`src/common/port_level_pkg.sv`:
```
// shared constants and carrier types for the port intensity bank
package port_level_pkg;
    // ------------------------------------------------------------
    // register map
    // ------------------------------------------------------------
    localparam logic [7:0] LEVEL_1_0_ADDR = 8'h10;
    localparam logic [7:0] LEVEL_3_2_ADDR = 8'h11;
    localparam logic [7:0] LEVEL_5_4_ADDR = 8'h12;
    localparam logic [7:0] LEVEL_7_6_ADDR = 8'h13;
    localparam logic [7:0] LEVEL_RESET    = 8'hFF;
    localparam logic [3:0] CODE_STATIC    = 4'hF;
    localparam logic [3:0] GLOBAL_OFF     = 4'h0;
    localparam logic [3:0] PHASE_LAST     = 4'hF;
    localparam logic [3:0] PHASE_START    = 4'h0;
    localparam int         CODE_W         = 4;

    // ------------------------------------------------------------
    // register access carrier
    // ------------------------------------------------------------
    typedef struct packed {
        logic       wr;
        logic       rd;
        logic [7:0] addr;
        logic [7:0] wdata;
    } reg_req_t;

    typedef struct packed {
        logic       valid;
        logic       hit;
        logic [7:0] rdata;
    } reg_rsp_t;
endpackage : port_level_pkg

```
`src/design/port_output_intensity_bank.sv`:
```
// per-port pwm intensity bank for port lines zero to seven
//
// Operation
// - address 10h holds line one code in high nibble, line zero in low
// - codes 0 to 14 give duty of code plus one sixteenths
// - code 15 holds the output static, no modulation
// - address 11h: high nibble line three, low nibble line two
// - address 12h: high nibble line five, low nibble line four
// - address 13h: high nibble line seven, low nibble line six
// - registers are written and read back in identical bit positions
// - only unused expander addresses used; power-up matches legacy behaviour
// - global level zero stops oscillator; all outputs static
// - intensity span 10h-13h; power-up leaves intensity features disabled
`timescale 1ns/1ps
module port_output_intensity_bank
    import port_level_pkg::*;
#(
    parameter int PORTS = 8
) (
    input  wire logic                    sys_clk_i,
    input  wire logic                    rst_i,
    input  wire logic                    clk_en_i,
    input  wire port_level_pkg::reg_req_t req_i,
    input  wire logic [3:0]              global_level_code_i,
    input  wire logic [PORTS-1:0]        static_level_i,
    output port_level_pkg::reg_rsp_t     rsp_o,
    output logic [PORTS-1:0]             port_line_o,
    output logic [PORTS-1:0]             port_line_oe_o,
    output logic [3:0]                   pwm_phase_o
);
    import port_level_pkg::*;

    // ------------------------------------------------------------
    // intensity registers
    // ------------------------------------------------------------
    logic [7:0]       level_q [PORTS/2];
    logic [3:0]       code    [PORTS];
    logic [CODE_W*PORTS-1:0] code_flat;
    logic [PORTS-1:0] drain_q;
    logic [3:0]       phase_q;
    logic             osc_run;
    logic [PORTS-1:0] drive_d;
    logic [PORTS-1:0] line_q;
    logic             sel_hit;
    logic [1:0]       sel_idx;
    reg_rsp_t         rsp_q;

    assign osc_run = (global_level_code_i != GLOBAL_OFF);
    // decode 10h-13h; 14h-17h belong to the upper ports, not this bank
    assign sel_hit = (req_i.addr[7:2] == LEVEL_1_0_ADDR[7:2]);
    assign sel_idx = req_i.addr[1:0];

    always_ff @(posedge sys_clk_i or posedge rst_i) begin
        if (rst_i) begin
            for (int i = 0; i < PORTS/2; i++) begin
                level_q[i] <= LEVEL_RESET;
            end
        end else if (clk_en_i && req_i.wr && sel_hit) begin
            level_q[sel_idx] <= req_i.wdata;
        end
    end

    generate
        for (genvar p = 0; p < PORTS; p++) begin : g_code
            // odd line in high nibble, even line in low nibble
            assign code[p] = level_q[p/2][(p%2)*CODE_W +: CODE_W];
            // packed copy so the checks can compare all codes at once
            assign code_flat[p*CODE_W +: CODE_W] = code[p];
        end
    endgenerate

    // ------------------------------------------------------------
    // read path
    // ------------------------------------------------------------
    always_ff @(posedge sys_clk_i or posedge rst_i) begin
        if (rst_i) begin
            rsp_q <= '0;
        end else if (clk_en_i) begin
            rsp_q.valid <= req_i.rd;
            rsp_q.hit   <= req_i.rd && sel_hit;
            // same positions as written
            rsp_q.rdata <= (req_i.rd && sel_hit) ? level_q[sel_idx] : 8'h00;
        end
    end
    assign rsp_o = rsp_q;

    // ------------------------------------------------------------
    // shared pwm timebase
    // ------------------------------------------------------------
    always_ff @(posedge sys_clk_i or posedge rst_i) begin
        if (rst_i) begin
            phase_q <= PHASE_START;
        end else if (clk_en_i) begin
            if (!osc_run) begin
                phase_q <= PHASE_START;
            end else begin
                phase_q <= phase_q + 4'h1;
            end
        end
    end

    always_comb begin
        for (int p = 0; p < PORTS; p++) begin
            if (!osc_run || code[p] == CODE_STATIC) begin
                drive_d[p] = static_level_i[p];
            end else begin
                // active while phase <= code: code+1 slots of sixteen
                drive_d[p] = (phase_q <= code[p]);
            end
        end
    end

    always_ff @(posedge sys_clk_i or posedge rst_i) begin
        if (rst_i) begin
            line_q <= '0;
        end else if (clk_en_i) begin
            line_q <= drive_d;
        end
    end

    // ------------------------------------------------------------
    // pin drive
    // ------------------------------------------------------------
    // open drain: pin pulled low while active, released otherwise;
    // value bit kept in a flop so every output leaves a register
    always_ff @(posedge sys_clk_i or posedge rst_i) begin
        if (rst_i) begin
            drain_q <= '0;
        end else if (clk_en_i) begin
            drain_q <= '0;
        end
    end

    assign port_line_o    = drain_q;
    assign port_line_oe_o = line_q;
    assign pwm_phase_o    = phase_q;

    // ------------------------------------------------------------
    // checks
    // ------------------------------------------------------------
    duty_count_a: assert property (@(posedge sys_clk_i) disable iff (rst_i)
        (clk_en_i && osc_run && code[0] != CODE_STATIC && !(req_i.wr && sel_hit))
        |=> (line_q[0] == ($past(phase_q) <= $past(code[0]))))
        else $error("line zero duty mismatch");
    static_code_a: assert property (@(posedge sys_clk_i) disable iff (rst_i)
        (clk_en_i && code[1] == CODE_STATIC) |=> line_q[1] == $past(static_level_i[1]))
        else $error("static code still modulated");
    osc_stop_a: assert property (@(posedge sys_clk_i) disable iff (rst_i)
        (clk_en_i && !osc_run) |=> (phase_q == 4'h0 && line_q == $past(static_level_i)))
        else $error("oscillator not stopped");
    phase_step_a: assert property (@(posedge sys_clk_i) disable iff (rst_i)
        (clk_en_i && osc_run) |=> phase_q == $past(phase_q) + 4'h1)
        else $error("shared period not advancing");
    readback_a: assert property (@(posedge sys_clk_i) disable iff (rst_i)
        (clk_en_i && req_i.wr && sel_hit) ##1 (clk_en_i && req_i.rd && !req_i.wr
        && req_i.addr == $past(req_i.addr)) |=> rsp_o.rdata == $past(req_i.wdata, 2))
        else $error("read back differs from write");
    map_pair_a: assert property (@(posedge sys_clk_i) disable iff (rst_i)
        (clk_en_i && req_i.wr && req_i.addr == LEVEL_1_0_ADDR)
        |=> (code[1] == $past(req_i.wdata[7:4]) && code[0] == $past(req_i.wdata[3:0])))
        else $error("pair one zero mapping wrong");
    map_seven_a: assert property (@(posedge sys_clk_i) disable iff (rst_i)
        (clk_en_i && req_i.wr && req_i.addr == LEVEL_7_6_ADDR)
        |=> (code[7] == $past(req_i.wdata[7:4]) && code[6] == $past(req_i.wdata[3:0])))
        else $error("pair seven six mapping wrong");
    map_five_a: assert property (@(posedge sys_clk_i) disable iff (rst_i)
        (clk_en_i && req_i.wr && req_i.addr == LEVEL_5_4_ADDR)
        |=> (code[5] == $past(req_i.wdata[7:4]) && code[4] == $past(req_i.wdata[3:0])))
        else $error("pair five four mapping wrong");
    map_three_a: assert property (@(posedge sys_clk_i) disable iff (rst_i)
        (clk_en_i && req_i.wr && req_i.addr == LEVEL_3_2_ADDR)
        |=> (code[3] == $past(req_i.wdata[7:4]) && code[2] == $past(req_i.wdata[3:0])))
        else $error("pair three two mapping wrong");
    outside_a: assert property (@(posedge sys_clk_i) disable iff (rst_i)
        (clk_en_i && req_i.rd && !sel_hit)
        |=> (rsp_o.valid && rsp_o.hit == 1'b0 && rsp_o.rdata == 8'h00))
        else $error("foreign address answered");
    write_ignore_a: assert property (@(posedge sys_clk_i) disable iff (rst_i)
        (clk_en_i && req_i.wr && !sel_hit) |=> code_flat == $past(code_flat))
        else $error("foreign write landed");
    read_pair_a: assert property (@(posedge sys_clk_i) disable iff (rst_i)
        (clk_en_i && req_i.rd && req_i.addr == LEVEL_1_0_ADDR)
        |=> (rsp_o.hit && rsp_o.rdata == $past(code_flat[7:0])))
        else $error("pair one zero read wrong");
    read_pulse_a: assert property (@(posedge sys_clk_i) disable iff (rst_i)
        clk_en_i |=> rsp_o.valid == $past(req_i.rd))
        else $error("read answer not one cycle");
    phase_wrap_a: assert property (@(posedge sys_clk_i) disable iff (rst_i)
        (clk_en_i && osc_run && phase_q == PHASE_LAST) |=> phase_q == PHASE_START)
        else $error("period is not sixteen steps");
    equal_codes_a: assert property (@(posedge sys_clk_i) disable iff (rst_i)
        (clk_en_i && code[3] == code[7] && static_level_i[3] == static_level_i[7])
        |=> line_q[3] == line_q[7])
        else $error("equal codes not together");

    // ------------------------------------------------------------
    // reset and enable checks
    // ------------------------------------------------------------
    // sampled on the first edge after release, before any write can land
    reset_state_a: assert property (@(posedge sys_clk_i)
        $fell(rst_i) |-> (code_flat == {PORTS{CODE_STATIC}} && phase_q == PHASE_START
        && line_q == '0 && rsp_q == '0 && drain_q == '0))
        else $error("power-up state not disabled");
    freeze_a: assert property (@(posedge sys_clk_i) disable iff (rst_i)
        !clk_en_i |=> (phase_q == $past(phase_q) && line_q == $past(line_q)
        && code_flat == $past(code_flat) && rsp_q == $past(rsp_q) && drain_q == $past(drain_q)))
        else $error("state moved while disabled");

    // ------------------------------------------------------------
    // per-line checks
    // ------------------------------------------------------------
    // every line, not only the first two, follows the shared period
    generate
        for (genvar p = 0; p < PORTS; p++) begin : g_line_chk
            duty_line_a: assert property (@(posedge sys_clk_i) disable iff (rst_i)
                (clk_en_i && osc_run && code[p] != CODE_STATIC)
                |=> line_q[p] == ($past(phase_q) <= $past(code[p])))
                else $error("line duty mismatch");
            static_line_a: assert property (@(posedge sys_clk_i) disable iff (rst_i)
                (clk_en_i && code[p] == CODE_STATIC) |=> line_q[p] == $past(static_level_i[p]))
                else $error("static line modulated");
        end
    endgenerate
endmodule : port_output_intensity_bank

```
`config.mk`:
```
export PLATFORM = sky130hd
export DESIGN_NAME = port_output_intensity_bank
export DESIGN_NICKNAME = d
export VERILOG_FILES = /design/src/common/port_level_pkg.sv /design/src/design/port_output_intensity_bank.sv
export SDC_FILE = /design/constraint.sdc
export NUM_CORES = 1
export LEC_CHECK = 0
export BUFFER_PORTS_ARGS = -buffer_cell sky130_fd_sc_hd__buf_4
export CAP_MARGIN = 20
export CORE_AREA = 2 2 90 92
export DETAILED_ROUTE_END_ITERATION = 7
export DIE_AREA = 0 0 92 94
export MAX_ROUTING_LAYER = met4
export PLACE_DENSITY = 0.66
export SLEW_MARGIN = 20
export SYNTH_ARGS = -nofsm -noshare
export SYNTH_HDL_FRONTEND = slang
export SYNTH_SLANG_ARGS = --single-unit
```
`constraint.sdc`:
```
create_clock -name sys_clk_i -period 2.1 [get_ports sys_clk_i]
set_clock_uncertainty 0.05 [all_clocks]
set_input_delay 0.42 -clock sys_clk_i [delete_from_list [all_inputs] [get_ports sys_clk_i]]
set_output_delay 0.42 -clock sys_clk_i [all_outputs]
set_load 0.1 [all_outputs]
```
==> metrics.md <==
| Metric | Value |
|---|---|
| EDFF count, synth | `0` |
| Starting DRC count in detailed routing | `approximately 120` |
| Share of layout cells above drive strength 1 | `0.406` |
| YS warnings | `0` |
| Number of H-tree levels | `2` |
| Die width | `around 92 um` |
| Crit-path max cell delay | `approximately 0.53 ns` |
| Kind of critical path | `input pin to register` |
| CP endpoint | `code[21]` |
| DRT antenna net count | `0` |
| Synth Register Bits | `54` |
| DP Wirelength | `5910 um` |
| Total GRT Usage | `0.194` |
| Most frequent CP cell | `buf_6` |
| Diodes inserted | `0` |
| Post-synth top cells | `52 x inv_1, 33 x ha_1, 32 x dfstp_2` |
| Worst VDD drop | `0.417 mV` |
| Crit path required time | `2.28 ns` |
| Worst rel slew slack | `0.645` |
| Chip Height | `94 um` |
| CP Capture Type | `register` |
| Slowest-stage cell, CP | `or4_4` |
| Worst path cell trace | `buf_6 > or4b_4 > or4_4 > buf_6 > nor3b_4 > buf_6 > mux2_4` |
| TritonCTS clock tree | `done` |
| Final min period | `2.22 ns` |
| Inst Count DP | `between 400 and 500` |
| Fmax | `0.451 GHz` |
| Post-synth cell types | `30` |
| Aggregate routed wire length | `7850 um` |
| Largest net degree at the start of global routing | `36` |
| Critical R2R Capture | `port_line_oe_o[4]` |
| Status | `finished with violations` |
| Vias post-DR | `2526` |
| Critical Path Fanout Max | `4` |
| Pwr/cell area | `978 nW/um^2` |
| Root buffer cell | `clkbuf_8` |
| Measured slew at the worst slew-check pin | `0.533 ns` |
| Post-route insts no fill | `479` |
| Wire per inst | `16.4 um` |
| Reg2reg setup slack | `0.28 ns` |
| Post-synthesis instance total | `313` |
| Total negative slack | `-2.98 ns` |
| Cell Area, Synth | `3380 um^2` |
| Congestion Overflow GR | `0` |
| Async set-reset flop share out of synthesis | `1.00` |
| Crit share post-route | `1.06` |
| Clk pin slew, worst setup/hold paths | `0.09 ns` |
| Initial antenna violation count | `0` |
| IO Count | `63` |
| P_leak | `~0.0018 uW` |
| Most common flop cell mapped by yosys | `dfstp_2` |
| Final setup fails | `32` |
| Layout area overhead | `23.5%` |
| # DRC | `0` |
| Nature of the critical path startpoint | `input pin` |
| Die ar. | `8650 um^2` |
| Worst R2R Start | `pwm_phase_o[0]` |
| Vias in the first global route | `2458` |
| Failing checks | `negative setup slack` |
| RSZ-0062 raised after global routing | `yes` |
| Area leader, netlist | `dfstp_2` |
| Final setup margin | `-0.120 ns` |
| Count leader, synth | `inv_1` |
| Worst Path Arrival | `approximately 2.4 ns` |
| First-pass GRT wire length | `12700 um` |
| Clk_lat worst skew | `~0.30 ns` |
| Cell row count | `32` |
| Ranking of synthesized cells by area | `dfstp_2 25%, dfrtp_1 16%, ha_1 12%` |
| Slew Limit Fails | `0` |
| Routability Congestion | `0.850` |
| R2R cell count | `6` |
| Num Clock Sinks | `54` |
| Initial core utilization | `0.444` |
| Post-Syn Area per Cell | `10.8 um^2` |
| Register area share after synthesis | `0.412` |
| HP Class | `input pin to asynchronous set/reset pin` |
| Vias/cell | `5.27` |
| Final net count | `approximately 440` |
| Final hold violations | `0` |
| Number of max-cap violations | `0` |
| DRT Pass-1 Iters | `4` |
| Total core area | `7610 um^2` |
| PortBufs | `between 50 and 60` |
| Longest Clk Path Bufs | `2` |
| Source of the critical timing path | `req_i[13]` |
| CTS Buf Count | `5` |
| Post-synth top area share | `0.249` |
## cell families (layout without fill, tap and decap cells)
kind of cell | after synthesis | after routing | share of synthesized area
AOI/OAI and AO/OA | 55 | 55 | 0.0992
adders and majority gates | 33 | 33 | 0.122
buffers and inverters | 70 | 127 | 0.0892
DFF | 54 | 54 | 0.412
muxes | 41 | 41 | 0.172
other | 1 | 8 | 0.00111
and+or+nand+nor | 59 | 59 | 0.104
## critical path: cells and delay by family
kind | cells | cell delay, ns
buffers and inverters | 3 | 0.41
AND/OR/NAND/NOR | 3 | 1.28
multiplexers | 1 | 0.30
## layout make-up
class	count	area [um^2]
clock buffer	8	90.1
fill	683	3430
inverter	52	195
multi-input combinational	196	1820
sequential	54	1390
tap	102	128
timing repair buffer	67	553
## worst min-delay path by stage
| stage | startpoint | endpoint | slack, ns | depth (start not counted) |
|---|---|---|---|---|
| 4_1_cts | rst_i | rsp_o[1] | 0.10 | 2 |
| 3_5_place_dp | rst_i | rsp_o[1] | 0.44 | 2 |
| 2_1_floorplan | req_i[6] | code[10] | 0.52 | 1 |
| 5_1_grt | rst_i | rsp_o[1] | 0.12 | 2 |
| 6_report | rst_i | rsp_o[1] | 0.09 | 2 |
| 3_3_place_gp | rst_i | rsp_o[1] | 0.42 | 2 |
## state kept, by name, indices dropped and copies added (netlist names)
signal / flops
port_line_oe_o: 8
pwm_phase_o: 4
rsp_o: 10
code: 32
## per-stage QoR
| step | instance area [um^2] | power (uW) | worst slack (ns) | hold WS, ns | utilization |
|---|---|---|---|---|---|
| 2_1_floorplan | 3430 | 2990 | -0.357 | 0.517 | - |
| 3_3_place_gp | 3960 | 3440 | -0.498 | 0.421 | 0.520 |
| 3_5_place_dp | 3960 | 3500 | -0.510 | 0.435 | 0.520 |
| 4_1_cts | 4100 | 4090 | -0.134 | 0.102 | 0.539 |
| 5_1_grt | 4170 | 4340 | -0.173 | 0.120 | 0.549 |
| 6_report | 4170 | 4080 | -0.120 | 0.0938 | 0.549 |
## where the power goes
part / total [uW] / switching [uW] / internal [uW]
clock: 593 / 323 / 270
combinational: 2130 / 1460 / 673
sequential: 1360 / 180 / 1180
total: 4080 / 1960 / 2120
## cell usage in the layout (no fill, tap or decap)
| cell | n |
|---|---|
| buf_4 | 56 |
| inv_1 | 51 |
| ha_1 | 33 |
| mux2_4 | 32 |
| dfstp_2 | 32 |
| dfrtp_1 | 21 |
| o22ai_1 | 16 |
| a21oi_1 | 16 |
| nand4_1 | 16 |
| nand3_1 | 13 |
| nand2_1 | 12 |
| buf_6 | 10 |
| mux4_2 | 8 |
| nor2b_1 | 8 |
| o211ai_1 | 8 |
| a21o_1 | 8 |
| conb_1 | 8 |
| o21ai_0 | 7 |
| clkbuf_8 | 6 |
| nor3b_4 | 2 |
| clkbuf_1 | 2 |
| or4b_4 | 1 |
| nor3_1 | 1 |
| or4_4 | 1 |
| nor2_4 | 1 |
| or3_1 | 1 |
| inv_2 | 1 |
| or4_1 | 1 |
| nor4_1 | 1 |
| mux2_2 | 1 |
| and3_1 | 1 |
| buf_12 | 1 |
| dfrtp_2 | 1 |
## repair_timing
item                       4_1_cts  5_1_grt
gates resized for setup         14       17
buffers inserted                 0        1
pin swaps                        3        5
setup endpoints to repair       32       32
hold buffers                     0        0
## routing by layer
layer,part of all wire,global-route usage
met1,0.47,0.257
met2,0.46,0.313
met3,0.054,0.0321
met4,0.011,0.0522
met5,0,-
No activity file was read; power rests on OpenSTA's default activity.
